File: src/verilog/bertpg_map.vh
// Register map, field positions and reset values of the pattern tester
// Assumes a 16-bit register port with word indexes as addresses
`ifndef BERTPG_MAP_VH
`define BERTPG_MAP_VH

// ------------------------------------------------------------
// Register indexes
// ------------------------------------------------------------
`define BERTPG_ADDR_CTRL 4'h0
`define BERTPG_ADDR_PCFG 4'h1
`define BERTPG_ADDR_SEED_LO 4'h2
`define BERTPG_ADDR_SEED_HI 4'h3
`define BERTPG_ADDR_EINS 4'h4
`define BERTPG_ADDR_STAT 4'h5
`define BERTPG_ADDR_LATCH 4'h6
`define BERTPG_ADDR_IRQEN 4'h7
`define BERTPG_ADDR_BCNT_LO 4'h8
`define BERTPG_ADDR_BCNT_HI 4'h9
`define BERTPG_ADDR_ECNT_LO 4'ha
`define BERTPG_ADDR_ECNT_HI 4'hb

// ------------------------------------------------------------
// Control register bits
// ------------------------------------------------------------
`define BERTPG_CTRL_ENABLE 0
`define BERTPG_CTRL_TX_LOAD 1
`define BERTPG_CTRL_RX_LOAD 2
`define BERTPG_CTRL_CNT_UPD 3
`define BERTPG_CTRL_RESYNC_DIS 4
`define BERTPG_CTRL_TX_INV 5
`define BERTPG_CTRL_RX_INV 6
`define BERTPG_CTRL_MAN_RESYNC 7

// ------------------------------------------------------------
// Pattern configuration fields
// ------------------------------------------------------------
`define BERTPG_PCFG_TAP_LSB 0
`define BERTPG_PCFG_LEN_LSB 8
`define BERTPG_PCFG_REP 13
`define BERTPG_PCFG_QUASI_RANDOM_MODE 14

// ------------------------------------------------------------
// Error insertion and status fields
// ------------------------------------------------------------
`define BERTPG_EINS_RATE_LSB 0
`define BERTPG_EINS_SINGLE_EN 3
`define BERTPG_EINS_SINGLE_GO 4
`define BERTPG_STAT_OOS 0
`define BERTPG_STAT_ECNZ 1
`define BERTPG_LATCH_SYNC 0
`define BERTPG_LATCH_BERR 1

// ------------------------------------------------------------
// Reset values and limits
// ------------------------------------------------------------
`define BERTPG_CTRL_RST 16'h0000
`define BERTPG_PCFG_RST 16'h0000
`define BERTPG_SEED_RST 32'hffffffff
`define BERTPG_EINS_RST 5'h00
`define BERTPG_CHECK_BITS 6'h1f
`define BERTPG_WINDOW_LAST 6'h3f
`define BERTPG_RESYNC_ERRS 3'h6

`endif

File: src/verilog/bertpg_top.v
// Bit error rate tester: receive checker, transmit generator, error insertion
// Assumes bit strobes and counter update come from logic on clk
// Function
// RULE1: Out-of-sync shown whenever not in Sync
// RULE2: Out-of-sync cleared on reaching Sync
// RULE3: Sync change latches; interrupt only if enabled
// RULE4: Mismatch latches error, counts bit and error
// RULE5: Match counts bit only
// RULE6: No counting while out of sync
// RULE7: Bit error interrupt only if enabled
// RULE8: 32-bit shift register, feedback into bit 1
// RULE9: PRBS taps n,y; repetitive uses bit n
// RULE10: Length and tap fields give n, y
// RULE11: Serial output equals feedback
// RULE12: QUASI_RANDOM_MODE taps 17,20; 14 zeros force one
// RULE13: All-zero bits 1-31 force feedback one; code does so only when not repetitive
// RULE14: Pattern load presets seed
// RULE15: Invert bit complements transmitted pattern
// RULE16: Single or rate errors, 3-bit rate field
// RULE17: Single error needs enable; register or pin
// RULE18: Pin rising edges give one error
// RULE19: Load on rising bit, only when enabled
// RULE20: Six errors in 64 bits resynchronise
// RULE21: Update copies counts to holds, clears counters
// RULE22: Rate zero off, else one per 10^n
// RULE23: Counters saturate; error flips one bit
//
// The implementer's own choices: the register addresses and the plain strobed port.
`timescale 1ns/1ps
`default_nettype none
`include "bertpg_map.vh"

module bertpg_top #(
   parameter CW = 32
) (
   input wire clk,
   input wire resetn,
   input wire [3:0] addr,
   input wire [15:0] wdata,
   input wire wr,
   input wire rd,
   output reg [15:0] rdata,
   input wire rx_data,
   input wire rx_strobe,
   input wire tx_strobe,
   output reg tx_data,
   input wire manual_error_pin,
   input wire perf_update,
   output reg irq
);

   localparam ST_LOAD = 3'b001;
   localparam ST_CHECK = 3'b010;
   localparam ST_SYNC = 3'b100;

   // One error per 10^n bits, terminal count
   function [23:0] rate_last;
      input [2:0] n;
      begin
         case (n)
            3'h1: rate_last = 24'h000009;
            3'h2: rate_last = 24'h000063;
            3'h3: rate_last = 24'h0003e7;
            3'h4: rate_last = 24'h00270f;
            3'h5: rate_last = 24'h01869f;
            3'h6: rate_last = 24'h0f423f;
            3'h7: rate_last = 24'h98967f;
            default: rate_last = 24'h000000;
         endcase
      end
   endfunction

   // Saturating increment
   function [CW-1:0] sat_inc;
      input [CW-1:0] v;
      begin
         sat_inc = (&v) ? v : v + {{(CW-1){1'b0}}, 1'b1};
      end
   endfunction

   reg [15:0] ctrl_reg;
   reg [15:0] pcfg_reg;
   reg [31:0] seed_reg;
   reg [4:0] eins_reg;
   reg [1:0] latch_reg;
   reg [1:0] irqen_reg;
   reg [CW-1:0] bcnt_reg;
   reg [CW-1:0] ecnt_reg;
   reg [CW-1:0] bhold_reg;
   reg [CW-1:0] ehold_reg;
   reg [2:0] state_reg;
   reg [2:0] state_next;
   reg oos_reg;
   reg [5:0] chk_cnt_reg;
   reg [5:0] win_cnt_reg;
   reg [2:0] win_err_reg;
   reg [23:0] rate_cnt_reg;
   reg single_pend_reg;
   reg pin_s1_reg;
   reg pin_s2_reg;
   reg pin_s3_reg;
   reg [15:0] rd_mux;

   wire enable = ctrl_reg[`BERTPG_CTRL_ENABLE];
   wire ctrl_wr = wr && addr == `BERTPG_ADDR_CTRL;
   wire [15:0] ctrl_rise = ctrl_wr ? (wdata & ~ctrl_reg) : 16'h0000;
   wire tx_load = ctrl_rise[`BERTPG_CTRL_TX_LOAD] && enable; // see RULE19
   wire rx_load = ctrl_rise[`BERTPG_CTRL_RX_LOAD] && enable; // see RULE19
   wire man_resync = ctrl_rise[`BERTPG_CTRL_MAN_RESYNC];
   wire cnt_update = ctrl_rise[`BERTPG_CTRL_CNT_UPD] || perf_update;
   wire rx_inv = ctrl_reg[`BERTPG_CTRL_RX_INV];
   wire tx_inv = ctrl_reg[`BERTPG_CTRL_TX_INV];
   wire [4:0] tap_m1 = pcfg_reg[`BERTPG_PCFG_TAP_LSB +: 5];
   wire [4:0] len_m1 = pcfg_reg[`BERTPG_PCFG_LEN_LSB +: 5];
   wire rep = pcfg_reg[`BERTPG_PCFG_REP];
   wire quasi_random_mode = pcfg_reg[`BERTPG_PCFG_QUASI_RANDOM_MODE];
   wire [2:0] rate_sel = eins_reg[`BERTPG_EINS_RATE_LSB +: 3];
   wire single_en = eins_reg[`BERTPG_EINS_SINGLE_EN];

   wire rx_bit = rx_data ^ rx_inv;
   wire rx_pat;
   wire tx_pat;
   wire rx_shift = enable && rx_strobe;
   wire tx_shift = enable && tx_strobe;
   wire mismatch = rx_shift && (rx_bit != rx_pat);
   wire in_sync = state_reg == ST_SYNC;
   wire count_bit = rx_shift && in_sync; // see RULE6
   wire count_err = mismatch && in_sync;

   // ------------------------------------------------------------
   // Pattern generators
   // ------------------------------------------------------------
   bertpg_gen #(.W(32)) u_tx_gen (
      .clk(clk),
      .resetn(resetn),
      .load(tx_load),
      .seed(seed_reg),
      .shift(tx_shift),
      .take_din(1'b0),
      .din(1'b0),
      .len_m1(len_m1),
      .tap_m1(tap_m1),
      .rep(rep),
      .quasi_random_mode(quasi_random_mode),
      .pat_out(tx_pat)
   );

   bertpg_gen #(.W(32)) u_rx_gen (
      .clk(clk),
      .resetn(resetn),
      .load(rx_load),
      .seed(seed_reg),
      .shift(rx_shift),
      .take_din(state_reg == ST_LOAD),
      .din(rx_bit),
      .len_m1(len_m1),
      .tap_m1(tap_m1),
      .rep(rep),
      .quasi_random_mode(quasi_random_mode),
      .pat_out(rx_pat)
   );

   // ------------------------------------------------------------
   // Register writes
   // ------------------------------------------------------------
   always @(posedge clk) begin
      if (!resetn) begin
         ctrl_reg <= `BERTPG_CTRL_RST;
         pcfg_reg <= `BERTPG_PCFG_RST;
         seed_reg <= `BERTPG_SEED_RST;
         eins_reg <= `BERTPG_EINS_RST;
         irqen_reg <= 2'b00;
      end else if (wr) begin
         case (addr)
            `BERTPG_ADDR_CTRL: ctrl_reg <= wdata;
            `BERTPG_ADDR_PCFG: pcfg_reg <= wdata;
            `BERTPG_ADDR_SEED_LO: seed_reg[15:0] <= wdata;
            `BERTPG_ADDR_SEED_HI: seed_reg[31:16] <= wdata;
            `BERTPG_ADDR_EINS: eins_reg <= {1'b0, wdata[3:0]}; // see RULE16
            `BERTPG_ADDR_IRQEN: irqen_reg <= wdata[1:0];
            default: ;
         endcase
      end
   end

   // ------------------------------------------------------------
   // Receive synchronisation
   // ------------------------------------------------------------
   always @* begin
      state_next = state_reg;
      case (state_reg)
         ST_LOAD: begin
            if (rx_shift && chk_cnt_reg == `BERTPG_CHECK_BITS) begin
               state_next = ST_CHECK;
            end
         end
         ST_CHECK: begin
            if (mismatch) begin
               state_next = ST_LOAD;
            end else if (rx_shift && chk_cnt_reg == `BERTPG_CHECK_BITS) begin
               state_next = ST_SYNC;
            end
         end
         ST_SYNC: begin
            if (mismatch && win_err_reg >= `BERTPG_RESYNC_ERRS - 3'h1
                && !ctrl_reg[`BERTPG_CTRL_RESYNC_DIS]) begin
               state_next = ST_LOAD; // see RULE20
            end
         end
         default: state_next = ST_LOAD;
      endcase
      if (man_resync || rx_load || !enable) begin
         state_next = ST_LOAD;
      end
   end

   always @(posedge clk) begin
      if (!resetn) begin
         state_reg <= ST_LOAD;
         oos_reg <= 1'b1;
         chk_cnt_reg <= 6'h00;
         win_cnt_reg <= 6'h00;
         win_err_reg <= 3'h0;
      end else begin
         state_reg <= state_next;
         oos_reg <= state_next != ST_SYNC; // see RULE1 RULE2
         if (state_next != state_reg || rx_load || man_resync || !enable) begin
            chk_cnt_reg <= 6'h00; // see RULE19
         end else if (rx_shift) begin
            chk_cnt_reg <= chk_cnt_reg + 6'h01;
         end
         if (state_next != ST_SYNC || (rx_shift && win_cnt_reg == `BERTPG_WINDOW_LAST)) begin
            win_cnt_reg <= 6'h00;
            win_err_reg <= 3'h0;
         end else if (rx_shift) begin
            win_cnt_reg <= win_cnt_reg + 6'h01;
            if (mismatch && win_err_reg != 3'h7) begin
               win_err_reg <= win_err_reg + 3'h1;
            end
         end
      end
   end

   // ------------------------------------------------------------
   // Counters, holds and latched flags
   // ------------------------------------------------------------
   always @(posedge clk) begin
      if (!resetn) begin
         bcnt_reg <= {CW{1'b0}};
         ecnt_reg <= {CW{1'b0}};
         bhold_reg <= {CW{1'b0}};
         ehold_reg <= {CW{1'b0}};
      end else if (cnt_update) begin
         bhold_reg <= bcnt_reg; // see RULE21
         ehold_reg <= ecnt_reg;
         bcnt_reg <= {{(CW-1){1'b0}}, count_bit};
         ecnt_reg <= {{(CW-1){1'b0}}, count_err};
      end else begin
         if (count_bit) begin
            bcnt_reg <= sat_inc(bcnt_reg); // see RULE4 RULE5 RULE23
         end
         if (count_err) begin
            ecnt_reg <= sat_inc(ecnt_reg); // see RULE4 RULE23
         end
      end
   end

   always @(posedge clk) begin
      if (!resetn) begin
         latch_reg <= 2'b00;
         irq <= 1'b0;
      end else begin
         if (wr && addr == `BERTPG_ADDR_LATCH) begin
            latch_reg <= (latch_reg & ~wdata[1:0])
                         | {count_err, oos_reg != (state_next != ST_SYNC)};
         end else begin
            latch_reg <= latch_reg | {count_err, oos_reg != (state_next != ST_SYNC)}; // see RULE3
         end
         irq <= |(latch_reg & irqen_reg); // see RULE3 RULE7
      end
   end

   // ------------------------------------------------------------
   // Transmit path and error insertion
   // ------------------------------------------------------------
   always @(posedge clk) begin
      if (!resetn) begin
         pin_s1_reg <= 1'b0;
         pin_s2_reg <= 1'b0;
         pin_s3_reg <= 1'b0;
         single_pend_reg <= 1'b0;
         rate_cnt_reg <= 24'h000000;
         tx_data <= 1'b0;
      end else begin
         pin_s1_reg <= manual_error_pin;
         pin_s2_reg <= pin_s1_reg;
         pin_s3_reg <= pin_s2_reg;
         if (single_en && ((pin_s2_reg && !pin_s3_reg) // see RULE17 RULE18
             || (wr && addr == `BERTPG_ADDR_EINS && wdata[`BERTPG_EINS_SINGLE_GO]))) begin
            single_pend_reg <= 1'b1;
         end else if (tx_shift) begin
            single_pend_reg <= 1'b0;
         end
         if (rate_sel == 3'h0 || !enable) begin
            rate_cnt_reg <= 24'h000000; // see RULE22
         end else if (tx_shift) begin
            rate_cnt_reg <= (rate_cnt_reg >= rate_last(rate_sel)) ? 24'h000000
                            : rate_cnt_reg + 24'h000001;
         end
         if (tx_shift) begin
            tx_data <= tx_pat ^ tx_inv // see RULE15
                       ^ (single_pend_reg || (rate_sel != 3'h0
                          && rate_cnt_reg >= rate_last(rate_sel))); // see RULE16 RULE23
         end
      end
   end

   // ------------------------------------------------------------
   // Register reads
   // ------------------------------------------------------------
   always @* begin
      case (addr)
         `BERTPG_ADDR_CTRL: rd_mux = ctrl_reg;
         `BERTPG_ADDR_PCFG: rd_mux = pcfg_reg;
         `BERTPG_ADDR_SEED_LO: rd_mux = seed_reg[15:0];
         `BERTPG_ADDR_SEED_HI: rd_mux = seed_reg[31:16];
         `BERTPG_ADDR_EINS: rd_mux = {11'h000, single_pend_reg, eins_reg[3:0]};
         `BERTPG_ADDR_STAT: rd_mux = {14'h0000, ecnt_reg != {CW{1'b0}}, oos_reg};
         `BERTPG_ADDR_LATCH: rd_mux = {14'h0000, latch_reg};
         `BERTPG_ADDR_IRQEN: rd_mux = {14'h0000, irqen_reg};
         `BERTPG_ADDR_BCNT_LO: rd_mux = bhold_reg[15:0];
         `BERTPG_ADDR_BCNT_HI: rd_mux = bhold_reg[31:16];
         `BERTPG_ADDR_ECNT_LO: rd_mux = ehold_reg[15:0];
         `BERTPG_ADDR_ECNT_HI: rd_mux = ehold_reg[31:16];
         default: rd_mux = 16'h0000;
      endcase
   end

   always @(posedge clk) begin
      if (!resetn) begin
         rdata <= 16'h0000;
      end else if (rd) begin
         rdata <= rd_mux;
      end else begin
         rdata <= 16'h0000;
      end
   end

endmodule

`default_nettype wire

File: src/verilog/bertpg_gen.v
// 32-bit pattern shift register with PRBS, QUASI_RANDOM_MODE and repetitive feedback
// Assumes shift and load are one-cycle strobes in the caller's clock domain
`timescale 1ns/1ps
`default_nettype none

module bertpg_gen #(
   parameter W = 32
) (
   input wire clk,
   input wire resetn,
   input wire load,
   input wire [W-1:0] seed,
   input wire shift,
   input wire take_din,
   input wire din,
   input wire [4:0] len_m1,
   input wire [4:0] tap_m1,
   input wire rep,
   input wire quasi_random_mode,
   output wire pat_out
);

   reg [W-1:0] sr_reg;
   reg fb;
   reg pat;

   // ------------------------------------------------------------
   // Feedback and serial output
   // ------------------------------------------------------------
   always @* begin
      if (quasi_random_mode) begin
         fb = sr_reg[16] ^ sr_reg[19]; // see RULE12
      end else if (rep) begin
         fb = sr_reg[len_m1]; // see RULE9
      end else begin
         fb = sr_reg[len_m1] ^ sr_reg[tap_m1]; // see RULE9 RULE10
      end
      if (!rep && sr_reg[30:0] == 31'h00000000) begin
         fb = 1'b1; // see RULE13
      end
      pat = fb; // see RULE11
      if (quasi_random_mode && sr_reg[13:0] == 14'h0000) begin
         pat = 1'b1; // see RULE12
      end
   end

   assign pat_out = pat;

   // ------------------------------------------------------------
   // Shift register, bit 1 toward bit 32
   // ------------------------------------------------------------
   always @(posedge clk) begin
      if (!resetn) begin
         sr_reg <= {W{1'b1}};
      end else if (load) begin
         sr_reg <= seed; // see RULE14
      end else if (shift) begin
         sr_reg <= {sr_reg[W-2:0], take_din ? din : fb}; // see RULE8
      end
   end

endmodule

`default_nettype wire

File: config.mk
export PLATFORM = sky130hd
export DESIGN_NAME = bertpg_top
export DESIGN_NICKNAME = d
export VERILOG_FILES = /design/src/verilog/bertpg_top.v /design/src/verilog/bertpg_gen.v
export VERILOG_INCLUDE_DIRS = /design/src /design/src/verilog
export SDC_FILE = /design/constraint.sdc
export NUM_CORES = 1
export LEC_CHECK = 0
export ABC_AREA = 1
export BUFFER_PORTS_ARGS = -buffer_cell sky130_fd_sc_hd__buf_4
export CAP_MARGIN = 20
export CORE_MARGIN = 2
export CORE_UTILIZATION = 55
export CTS_BUF_LIST = sky130_fd_sc_hd__clkbuf_8
export DETAILED_ROUTE_END_ITERATION = 8
export PLACE_DENSITY = 0.71
export SYNTH_ARGS = -nofsm -noshare
export SYNTH_HDL_FRONTEND = slang
export SYNTH_SLANG_ARGS = --single-unit
File: constraint.sdc
create_clock -name clk -period 3 [get_ports clk]
set_clock_uncertainty 0.2 [all_clocks]
set_input_delay 0.3 -clock clk [delete_from_list [all_inputs] [get_ports clk]]
set_output_delay 0.3 -clock clk [all_outputs]
set_load 0.01 [all_outputs]
Word level (Yosys, flattened, before mapping)
Cells that the tools add are included.
{"block": "classes", "addsub": 6, "mul": 0, "div_mod_pow": 0, "n_lt_le_gt_ge": 5, "eq_ne": 30, "shift": 0, "muxes": 44, "n_bitwise": 17, "reduce_logical": 69}
{"cell": "16-bit case mux with 12 select lines", "n": 1}
{"cell": "24-bit case mux with 7 select lines", "n": 1}
{"cell": "32-bit two-way mux", "n": 4}
{"cell": "24-bit two-way mux", "n": 5}
{"cell": "32-bit by 1-bit adder with 32-bit output, second input constant", "n": 2}
{"cell": "32-bit AND reduction", "n": 2}
{"cell": "31-bit zero test", "n": 2}
{"cell": "24-bit greater-or-equal comparator", "n": 2}
{"cell": "32-bit nonzero test", "n": 1}
{"cell": "14-bit zero test", "n": 2}
{"cell": "24-bit by 1-bit adder with 24-bit output, second input constant", "n": 1}
{"cell": "2-bit AND reduction", "n": 12}
{"cell": "1-bit logical AND", "n": 23}
{"cell": "1-bit two-way mux", "n": 21}
{"cell": "1-bit binary-select mux with 5-bit select", "n": 4}
{"cell": "4-bit by 3-bit equality test with 1-bit output, second input constant", "n": 4}
{"cell": "4-bit equality test, second input constant", "n": 4}
{"cell": "3-bit equality test, second input constant", "n": 5}
{"cell": "3-bit two-way mux", "n": 5}
{"cell": "6-bit by 1-bit adder with 6-bit output, second input constant", "n": 2}
{"cell": "5-bit by 6-bit < comparator with 1-bit output, second input constant", "n": 2}
{"cell": "1-bit logical OR", "n": 10}
{"cell": "2-bit nonzero test", "n": 5}
{"cell": "2-bit OR reduction", "n": 5}
{"cell": "26 further kinds", "n": 46}
{"block": "totals", "ff_bits": 329, "latch_bits": 0, "ramBits": 0, "mem_bits_ro": 0, "input_bits": 29, "n_memories": 0}

Depth between registers and ports, before layout
Gate-level depths: netlist (run 1).
{"block": "logic_depth", "depth_word": 19, "ltp_mapped": 26}

By module
A second synthesis (run 1) with hierarchy kept.
{"block": "unflattened", "hier_cells": 2535, "hier_area_um2": 17444.2}
{"module": "bertpg_top", "instances": 1, "cells_each": 1809, "area_each_um2": 13025.0, "seq_area_each_um2": 5305.1}
{"module": "bertpg_gen", "instances": 2, "cells_each": 363, "area_each_um2": 2209.6, "seq_area_each_um2": 640.6}

Worst setup path after synthesis (run 1)
No wires, ideal clock.
{"block": "synth_timing", "kind": "reg-to-reg", "from": "register eins_reg[1]", "to": "register rate_cnt_reg[13]", "setup_ns": 0.080, "arrival_time_ns": 2.310, "t_required_ns": 2.720, "setup_slack_ns": 0.410, "stages_incl_launch_ff": 18, "path_buffers": 2, "synth_period_minus_slack_ns": 2.590, "path_cell_list": "dfxtp_1 -> clkbuf_1 -> nand2_1 -> inv_1 -> nor2_1 -> ha_1 -> nand2_1 -> inv_1 -> o21ai_0 -> a21oi_1 -> nor3_1 -> nand2_1 -> a221oi_1 -> nand3_1 -> nand2_1 -> nand2_1 -> clkbuf_1 -> nor3b_1"}
{"block": "synth_via", "elab_chain_len": 7, "word_cells_on_any_way": 16}
{"item": "start, declared", "line": "bertpg_top.v:84", "source": "reg [4:0] eins_reg;"}
{"item": "start signal, assigned", "line": "bertpg_top.v:171", "source": "eins_reg <= `BERTPG_EINS_RST;"}
{"item": "start signal, assigned", "line": "bertpg_top.v:179", "source": "`BERTPG_ADDR_EINS: eins_reg <= {1'b0, wdata[3:0]};"}
{"item": "3-bit equality test (tied with other cells)", "line": "bertpg_top.v:60", "source": "case (n)"}
{"item": "24-bit case mux with 7 select lines", "line": "bertpg_top.v:60"}
{"item": "24-bit two-way mux", "line": "bertpg_top.v:306", "source": "end else if (tx_shift) begin"}
{"item": "24-bit two-way mux", "line": "bertpg_top.v:304", "source": "if (rate_sel == 3'h0 || !enable) begin"}
{"item": "24-bit two-way mux", "line": "bertpg_top.v:287", "source": "if (!resetn) begin"}
{"item": "24-bit greater-or-equal comparator", "line": "bertpg_top.v:307", "source": "rate_cnt_reg <= (rate_cnt_reg >= rate_last(rate_sel)) ? 24'h000000"}
{"item": "24-bit two-way mux", "line": "bertpg_top.v:307"}
{"item": "end signal, assigned", "line": "bertpg_top.v:307"}
{"item": "end, declared", "line": "bertpg_top.v:97", "source": "reg [23:0] rate_cnt_reg;"}
Parallel ways exist; a longest one is shown, timed or not. The select of a mux whose other input is x is not followed.
A chain may end at the register's enable or synchronous reset.

Final worst setup path (run 1)
{"block": "layout_timing", "from": "register ctrl_reg[0]", "to": "register bcnt_reg[26]"}
{"block": "layout_via", "elab_chain_len": 3}
{"item": "start, declared", "line": "bertpg_top.v:81", "source": "reg [15:0] ctrl_reg;"}
{"item": "start signal, assigned", "line": "bertpg_top.v:168", "source": "ctrl_reg <= `BERTPG_CTRL_RST;"}
{"item": "start signal, assigned", "line": "bertpg_top.v:175", "source": "`BERTPG_ADDR_CTRL: ctrl_reg <= wdata;"}
{"item": "1-bit logical AND", "line": "bertpg_top.v:123", "source": "wire rx_shift = enable && rx_strobe;"}
{"item": "1-bit logical AND", "line": "bertpg_top.v:127", "source": "wire count_bit = rx_shift && in_sync;"}
{"item": "2-bit AND reduction (no source line)"}
{"item": "end signal, assigned", "line": "bertpg_top.v:249", "source": "bcnt_reg <= {CW{1'b0}};"}
{"item": "end signal, assigned", "line": "bertpg_top.v:256", "source": "bcnt_reg <= {{(CW-1){1'b0}}, count_bit};"}
{"item": "end signal, assigned", "line": "bertpg_top.v:260", "source": "bcnt_reg <= sat_inc(bcnt_reg);"}
{"item": "end, declared", "line": "bertpg_top.v:87", "source": "reg [CW-1:0] bcnt_reg;"}
Every way passes these cells.

==> results of run 1 <==
cell usage in the layout, fill, tap and decap left out, types with 22 or more instances in the layout:
| cell | n |
|---|---|
| o22ai_1 | 51 |
| nand2_1 | 456 |
| inv_1 | 274 |
| a21oi_1 | 188 |
| clkbuf_8 | 72 |
| dfxtp_1 | 324 |
| xor2_1 | 51 |
| nor3_1 | 57 |
| o21ai_0 | 176 |
| nand3_1 | 136 |
| a221oi_1 | 22 |
| ha_1 | 30 |
| nand3_2 | 24 |
| nor2_1 | 173 |
| buf_4 | 106 |
| o2111ai_1 | 41 |
| nor4_1 | 35 |
| nand4_1 | 44 |
worst reg2reg max path, cell delays in order (launching register included):
cell and delay, ns:
dfxtp_1 0.48, nand2_1 0.12, nor2_1 0.17, buf_4 0.18, nand2_2 0.11, inv_2 0.08
nand3_1 0.10, nor2_1 0.23, inv_2 0.06, nor2_1 0.14, nand2_1 0.11, nor2_2 0.14
inv_1 0.08, or2_1 0.25, o21ai_0 0.15, a21oi_1 0.08
power by group through the flow:
| stage | clock network [mW] | logic (mW) | registers (mW) |
|---|---|---|---|
| after floorplan | 0 | 0.363 | 4.59 |
| after global placement | 0 | 0.560 | 4.60 |
| after detailed placement | 0 | 0.570 | 4.60 |
| after CTS | 4.16 | 0.593 | 4.51 |
| after global routing | 4.36 | 0.675 | 4.51 |
| final | 4.13 | 0.615 | 4.51 |
layer usage:
metal | GRT usage | part of all wire
met5 | 0 | 0
met3 | 0.0645 | 0.091
met2 | 0.523 | 0.45
met4 | 0.143 | 0.041
met1 | 0.443 | 0.42
cell families after synthesis:
kind of cell,after synthesis,share of synthesized area
buffers and inverters,401,0.0964
and+or+nand+nor,963,0.257
adders and majority gates,30,0.0224
xor gates and xnor gates,63,0.0329
AOI/OAI and AO/OA,561,0.199
DFF,329,0.392
through the flow:
stage | TNS [ns] | util | std cells | hold WS, ns
after floorplan | 0 | - | 2347 | 0.190
after global placement | 0 | 0.589 | 2725 | 0.195
after detailed placement | 0 | 0.589 | 2725 | 0.201
after CTS | 0 | 0.634 | 2842 | 0.00419
after global routing | -0.0325 | 0.642 | 2848 | 0.0779
final | 0 | 0.642 | 2848 | 0.0294
worst paths after layout:
check	end	slack [ns]	startpoint	cells past startpoint
setup reg to reg	bcnt_reg[26]$_SDFFE_PP0P_	0.22	ctrl_reg[0]$_SDFFE_PN0P_	15
hold reg to reg	pin_s2_reg$_SDFF_PN0_	0.22	pin_s1_reg$_SDFF_PN0_	2
setup / recovery	bcnt_reg[26]$_SDFFE_PP0P_	0.22	ctrl_reg[0]$_SDFFE_PN0P_	15
hold / removal	irqen_reg[0]$_SDFFE_PN0P_	0.03	addr[0]	5
layout make-up:
class / count / area [µm²] / share of cell area
Clock inverter: 25 / 150 / 0.00783
Sequential cell: 329 / 6600 / 0.344
Multi-Input combinational cell: 1618 / 8690 / 0.453
Clock buffer: 72 / 991 / 0.0517
Timing Repair Buffer: 136 / 1190 / 0.0619
Inverter: 278 / 1060 / 0.0556
Tap cell: 390 / 488 / 0.0255
repair_timing:
| item | 4_1_cts | 5_1_grt |
|---|---|---|
| hold buffers | 20 | 0 |
| setup buffers | 0 | 3 |
| endpoints found under the hold margin | 86 | 0 |
| resized for setup | 0 | 39 |
| endpoints found under the setup margin | 0 | 75 |
==> summary.md, run 1 <==
| Metric | Value |
|---|---|
| Largest net degree at the start of global routing | 164 |
| Top-count cell post-synth | nand2_1 |
| First-pass GRT wire length | 83.7 mm |
| Share of the synthesized area in the top cell type | 0.392 |
| FFs w/ async S/R, synth | 0 |
| Total core area | about 30000 µm² |
| Vias in the first global route | 15700 |
| I/O pins | 47 |
| Max Cap Viol | 0 |
| Register area share after synthesis | 0.392 |
| WL/cell | 18.7 µm |
| First drt pass iteration count | 6 |
| Setup Viol. Count Final | 0 |
| Leading area contributor after synthesis | dfxtp_1 |
| Leak | about 7.6 nW |
| Synth Register Bits | between 300 and 400 |
| Total die area | 31900 µm² |
| Syn Nets | 2406 |
| Fin crit period | about 2.8 ns |
| Worst skew pair latency | approximately 0.63 ns |
| DR vias/cell | 5.94 |
| Syn. warnings | 0 |
| Clock-pin slew on the worst setup and hold paths | 0.06 ns |
| NetSw | 2.36 mW |
| First DRT Iteration DRCs | 1975 |
| Tot GR Track Use | 0.332 |
| Fin area | 19200 µm² |
| Largest stage delay, worst path | approximately 0.48 ns |
| Post-synth EDFFs | 0 |
| CTS Buffer Depth | 3 |
| Worst-Margin Slew | roughly 0.8 ns |
| Tightest Hold Check Type | in2reg |
| Sw Ratio | 0.255 |
| Total CTS buffers | 55 |
| Reg power frac | 0.487 |
| Area growth, synth to finish | 14.2% |
| Clock Power Share | 0.446 |
| Main flop type after synthesis | dfxtp_1 |
| CP endpoint kind | register |
| Final Slew Violations | 0 |
| CP Max Fanout | 6 |
| Post-DP Area | 17600 µm² |
| Row cnt | 63 |
| Final ANT Viol Nets | 0 |
| Power Density | just under 500 nW/µm² |
| CP Data Required Time | 3.31 ns |
| Layout net count | 2477 |
| Total power | approximately 9.2 mW |
| Starting Density | 0.562 |
| Dpl hpwl | 37.4 mm |
| Slowest cell on the critical path | dfxtp_1 |
| Cells after Synth | 2347 |
| Layout cell share with drive strength beyond 1 | 0.120 |
| Critical-path cell list | nand2_1 -> nor2_1 -> buf_4 -> nand2_2 -> inv_2 -> nand3_1 -> nor2_1 -> inv_2 -> nor2_1 -> nand2_1 -> nor2_2 -> inv_1 -> or2_1 -> o21ai_0 -> a21oi_1 |
| Clock Sinks | 329 |
| Initial antenna violation count | 2 |
| Unique masters post-synth | 52 |
| Combinational Power Share | 0.067 |
| RePlAce Congestion | roughly 1.0 |
| CTS root buffer | clkbuf_8 |
| Final wirelength | between 50 and 60 mm |
| DP Worst Slack | 0.0174 ns |
| Buffers added on ports | between 40 and 50 |
| DR DRC count | 0 |
| CTS tree | built |
| Kind of critical path | reg2reg |
| Slew margin rel. | 0.481 |
| Setup slack after layout | 0.216 ns |
| Commonest cells in the netlist | 458 x nand2_1, 329 x dfxtp_1, 260 x inv_1, 188 x a21oi_1, 178 x nor2_1 |
| Final Hold Viols | 0 |
| Avg Cell Area, Syn | between 7 and 8 µm² |
| Via count | 16900 |
| Synth top area cells | dfxtp_1 39%, nand2_1 10%, inv_1 5.8% |
| Int Pwr | 6.89 mW |
| Die H | between 150 and 200 µm |
| Peak supply drop | 504 µV |
| Family with the most delay on the worst path | simple AND/OR/NAND/NOR gates |
| Fin crit share | 0.928 |
| Die Span X | 179 µm |
| Data arrival, critical path | approximately 3.1 ns |
| Worst Path Buf+Inv | 4 |
| # H-tree levels | 2 |
| Cell repeated most along the worst path | nor2_1 |
| Grt ovf | 0 |
| Synthesized area | 16800 µm² |
| Outcome | finished, final reports clean |
| Antenna cell count | 0 |
| CP startpoint kind | register |
| Fmax | 359 MHz |
| Filler Cells Inserted | 2676 |
Note: power is estimated with default switching activity, not from simulation.
==> inputs of run 2 (changes only) <==
- ABC_AREA: 1 -> default
- CAP_MARGIN: 20 -> default
==> run 2 against run 1 <==
  * The flow now finishes with violations (setup timing)
  * Design area increased by 2.8%
  * Sequential share of layout area decreased by 0.91 points
  * Combinational power decreased by 14%
  * Worst setup slack got worse by 0.29 ns
  * Register-to-register slack got worse by 0.29 ns
  * Power decreased by 1.0%
  * Clock-buffer cell count unchanged
  * Flip-flop and latch count unchanged
  * Via count decreased by 7.0%
  * Wire length decreased by 4.5%
  * First-iteration DRC count decreased by 22%
  * Critical path type unchanged
  * Critical endpoint is now ecnt_reg[2]$_SDFFE_PP0P_
==> summary.md, run 2 <==
| Metric | Value |
|---|---|
| Layout net count | 2215 (-11%) |
| Slew margin rel. | 0.359 (-0.122) |
| Leak | 7.18 nW (-5.9%) |
| Fmax | 326 MHz (-9.3%) |
| Kind of critical path | reg2reg |
| WHS | 0.0156 ns (-0.0138 ns) |
| Cell count of the worst reg-to-reg path | 12 (-3) |
| Starting Density | 0.557 (-0.00450) |
| Initial antenna violation count | 0 (-2) |
| Vias in the first global route | 14600 (-6.7%) |
| Commonest cells after routing, fill and taps aside | 527 x nand2_1, 321 x dfxtp_1, 144 x nand3_1, 144 x buf_4, 99 x a21boi_0 |
| Total core area | 29600 µm² (-1.1%) |
| Setup Viol. Count Final | 2 (+2) |
| DR vias/cell | 6.08 (+2.4%) |
| Leading area contributor after synthesis | dfxtp_1 |
| Antenna cell count | 0 (unchanged) |
| Total die area | 31400 µm² (-1.8%) |
| Worst-Margin Slew | 0.952 ns (+0.174 ns) |
| Critical Path End | ecnt_reg[2]$_SDFFE_PP0P_ |
| Die Span X | 177 µm (-0.91%) |
| Total CTS buffers | 55 (unchanged) |
| Tightest Hold Check Type | in2reg |
| Grt ovf | 0 (unchanged) |
| Register area share after synthesis | 0.400 (+0.00739) |
| Post-synth EDFFs | 0 (unchanged) |
| Most common cell after layout, fill and taps aside | nand2_1 |
| First DRT Iteration DRCs | 1547 (-22%) |
| Top-count cell post-synth | nand2_1 |
| CP Max Fanout | 5 (-1) |
| Violations in the final reports | setup timing |
| Main flop type after synthesis | dfxtp_1 |
| First-pass GRT wire length | 78.8 mm (-5.8%) |
| Commonest cells in the netlist | 529 x nand2_1, 329 x dfxtp_1, 145 x nand3_1, 127 x clkbuf_1, 99 x a21boi_0 |
| Final Hold Viols | 0 (unchanged) |
| Worst skew pair latency | 0.64 ns (about the same) |
| Cells after Synth | 2048 (-13%) |
| Multi-input logic area | 9690 µm² (+12%) |
| CTS root buffer | clkbuf_8 |
| Layout cell share with drive strength beyond 1 | 0.165 (+0.0447) |
| Share of the synthesized area in the top cell type | 0.400 (+0.00739) |
| FFs w/ async S/R, synth | 0 (unchanged) |
| Tot GR Track Use | 0.315 (-0.0168) |
| Final wirelength | 50.9 mm (-4.5%) |
| DR DRC count | 0 (unchanged) |
| I/O pins | 47 (unchanged) |
| Syn Nets | 2107 (-12%) |
| Synth Register Bits | 329 (unchanged) |
| Clock-pin slew on the worst setup and hold paths | 0.06 ns (about the same) |
| Power Density | 465 nW/µm² (-3.7%) |
| Clock Sinks | 329 (unchanged) |
| CP Data Required Time | 3.35 ns (+0.04 ns) |
| Reg2Reg Launch Point | pcfg_reg[0]$_SDFFE_PN0P_ |
| Row cnt | 63 (unchanged) |
| Synthesized area | 16500 µm² (-1.8%) |
| Sequential cell area | 6610 µm² (about the same) |
| Reg power frac | 0.485 (-0.002) |
| Reg-to-reg slack, setup | -0.07 ns (-0.29 ns) |
| Unrepaired setup endpoints after global routing | true |
| First drt pass iteration count | 6 (unchanged) |
| NetSw | 2.29 mW (-2.9%) |
| CTS tree | built |
| Final ANT Viol Nets | 0 (unchanged) |
| Syn. warnings | 0 (unchanged) |
| CP startpoint kind | register |
| Int Pwr | 6.86 mW (-0.39%) |
| Placed cells | 2450 (-10%) |
| WL/cell | 19.7 µm (+5.1%) |
| Total power | 9.15 mW (-1.0%) |
| Die H | 177 µm (-0.91%) |
| Max Cap Viol | 0 (unchanged) |
| Outcome | complete, but fails checks |
| Fin crit share | 1.02 (+0.0957) |
| Non-filler cells, final | 2588 (-9.1%) |
| Fin crit period | 3.07 ns (+0.287 ns) |
| Area growth, synth to finish | 19.6% |
| Sw Ratio | 0.250 (-0.00480) |
| Reg2Reg Capture Point | ecnt_reg[2]$_SDFFE_PP0P_ |
| Filler Cells Inserted | 2470 (-7.7%) |
| # H-tree levels | 2 (unchanged) |
| CTS Buffer Depth | 3 (unchanged) |
| Final Slew Violations | 0 (unchanged) |
| Avg Cell Area, Syn | 8.05 µm² (+12%) |
| Unique masters post-synth | 65 (+25%) |
| Largest net degree at the start of global routing | 147 (-10%) |
| Clock Power Share | 0.458 (+0.012) |
| Crit path from | pcfg_reg[0]$_SDFFE_PN0P_ |
| Combinational Power Share | 0.057 (-0.010) |
| Setup slack after layout | -0.0712 ns (-0.287 ns) |
| Data arrival, critical path | 3.42 ns (+0.32 ns) |
| Peak supply drop | 347 µV (-31%) |
| Buffers added on ports | 46 (unchanged) |
| Dpl hpwl | 35.0 mm (-6.2%) |
| Via count | 15700 (-7.0%) |
| CP endpoint kind | register |
| RePlAce Congestion | 0.915 (-8.8%) |
| Synth top area cells | dfxtp_1 40%, nand2_1 12%, a21boi_0 4.5% |
| Hold wc startpoint | addr[0] |
==> run 2: layout make-up <==
| class | instances | share of cell area |
|---|---|---|
| multi-input cells | 1552 | 0.492 |
| flip-flops and latches | 329 | 0.335 |
| repair buffers | 188 | 0.0831 |
| clock buffers | 72 | 0.0503 |
| well taps | 390 | 0.0248 |
| clock inverters | 27 | 0.00889 |
| inverters | 30 | 0.00572 |
==> run 2: worst min-delay path by stage <==
stage / cells after the start / slack (ns) / end
after floorplan: 1 / 0.21 / pin_s2_reg$_SDFF_PN0_
after global placement: 1 / 0.24 / pin_s3_reg$_SDFF_PN0_
after detailed placement: 1 / 0.24 / pin_s3_reg$_SDFF_PN0_
after CTS: 3 / 0.003 / rdata[1]$_SDFF_PN0_
after global routing: 3 / 0.03 / rdata[1]$_SDFF_PN0_
final: 3 / 0.02 / rdata[1]$_SDFF_PN0_
==> run 2: kinds of logic after synthesis <==
group,share of synthesized area
mux,0.0594
buf+inv,0.0401
simple gates,0.274
fa+ha+maj,0.0228
flops,0.400
xor+xnor,0.0380
compound gates,0.167
==> run 2: critical path: stages (launching register included) <==
cell	delay [ns]
dfxtp_4	0.38
buf_6	0.12
mux4_2	0.49
mux2i_1	0.23
o221ai_2	0.15
o311ai_4	0.09
buf_6	0.17
mux2i_4	0.11
buf_12	0.17
buf_6	0.11
and3_4	0.18
or4_4	0.47
a21oi_1	0.13
==> run 2: power by group through the flow <==
| stage | combinational (mW) | clock (mW) | sequential (mW) |
|---|---|---|---|
| after floorplan | 0.271 | 0 | 4.51 |
| after global placement | 0.439 | 0 | 4.53 |
| after detailed placement | 0.443 | 0 | 4.53 |
| after CTS | 0.478 | 4.23 | 4.44 |
| after global routing | 0.560 | 4.43 | 4.44 |
| final | 0.526 | 4.19 | 4.44 |
==> run 2: repair_timing <==
item                                   in CTS  in global routing
buffers inserted                            3                  7
gates cloned                                1                  4
setup endpoints to repair                  71                 67
pin swaps                                   7                 22
endpoints found under the hold margin     133                  0
resized for setup                          38                 72
hold buffers                               25                  0
==> run 2: through the flow <==
stage	util	worst slack, ns	setup TNS [ns]	instance area [µm²]
floorplan	-	-0.0601	-1.20	16500
global placement	0.600	-0.169	-5.18	17700
detailed placement	0.600	-0.204	-9.53	17700
CTS	0.653	-0.0421	-0.111	19300
global route	0.667	-0.147	-2.62	19700
finish	0.667	-0.0712	-0.0972	19700
==> run 2: routing by layer <==
| metal | vias up | part of all wire | GRT usage |
|---|---|---|---|
| met3 | 121 | 0.075 | 0.0485 |
| met2 | 601 | 0.46 | 0.504 |
| li1 | 7471 | - | - |
| met4 | 0 | 0.032 | 0.111 |
| met5 | - | 0 | 0 |
| met1 | 7537 | 0.44 | 0.432 |
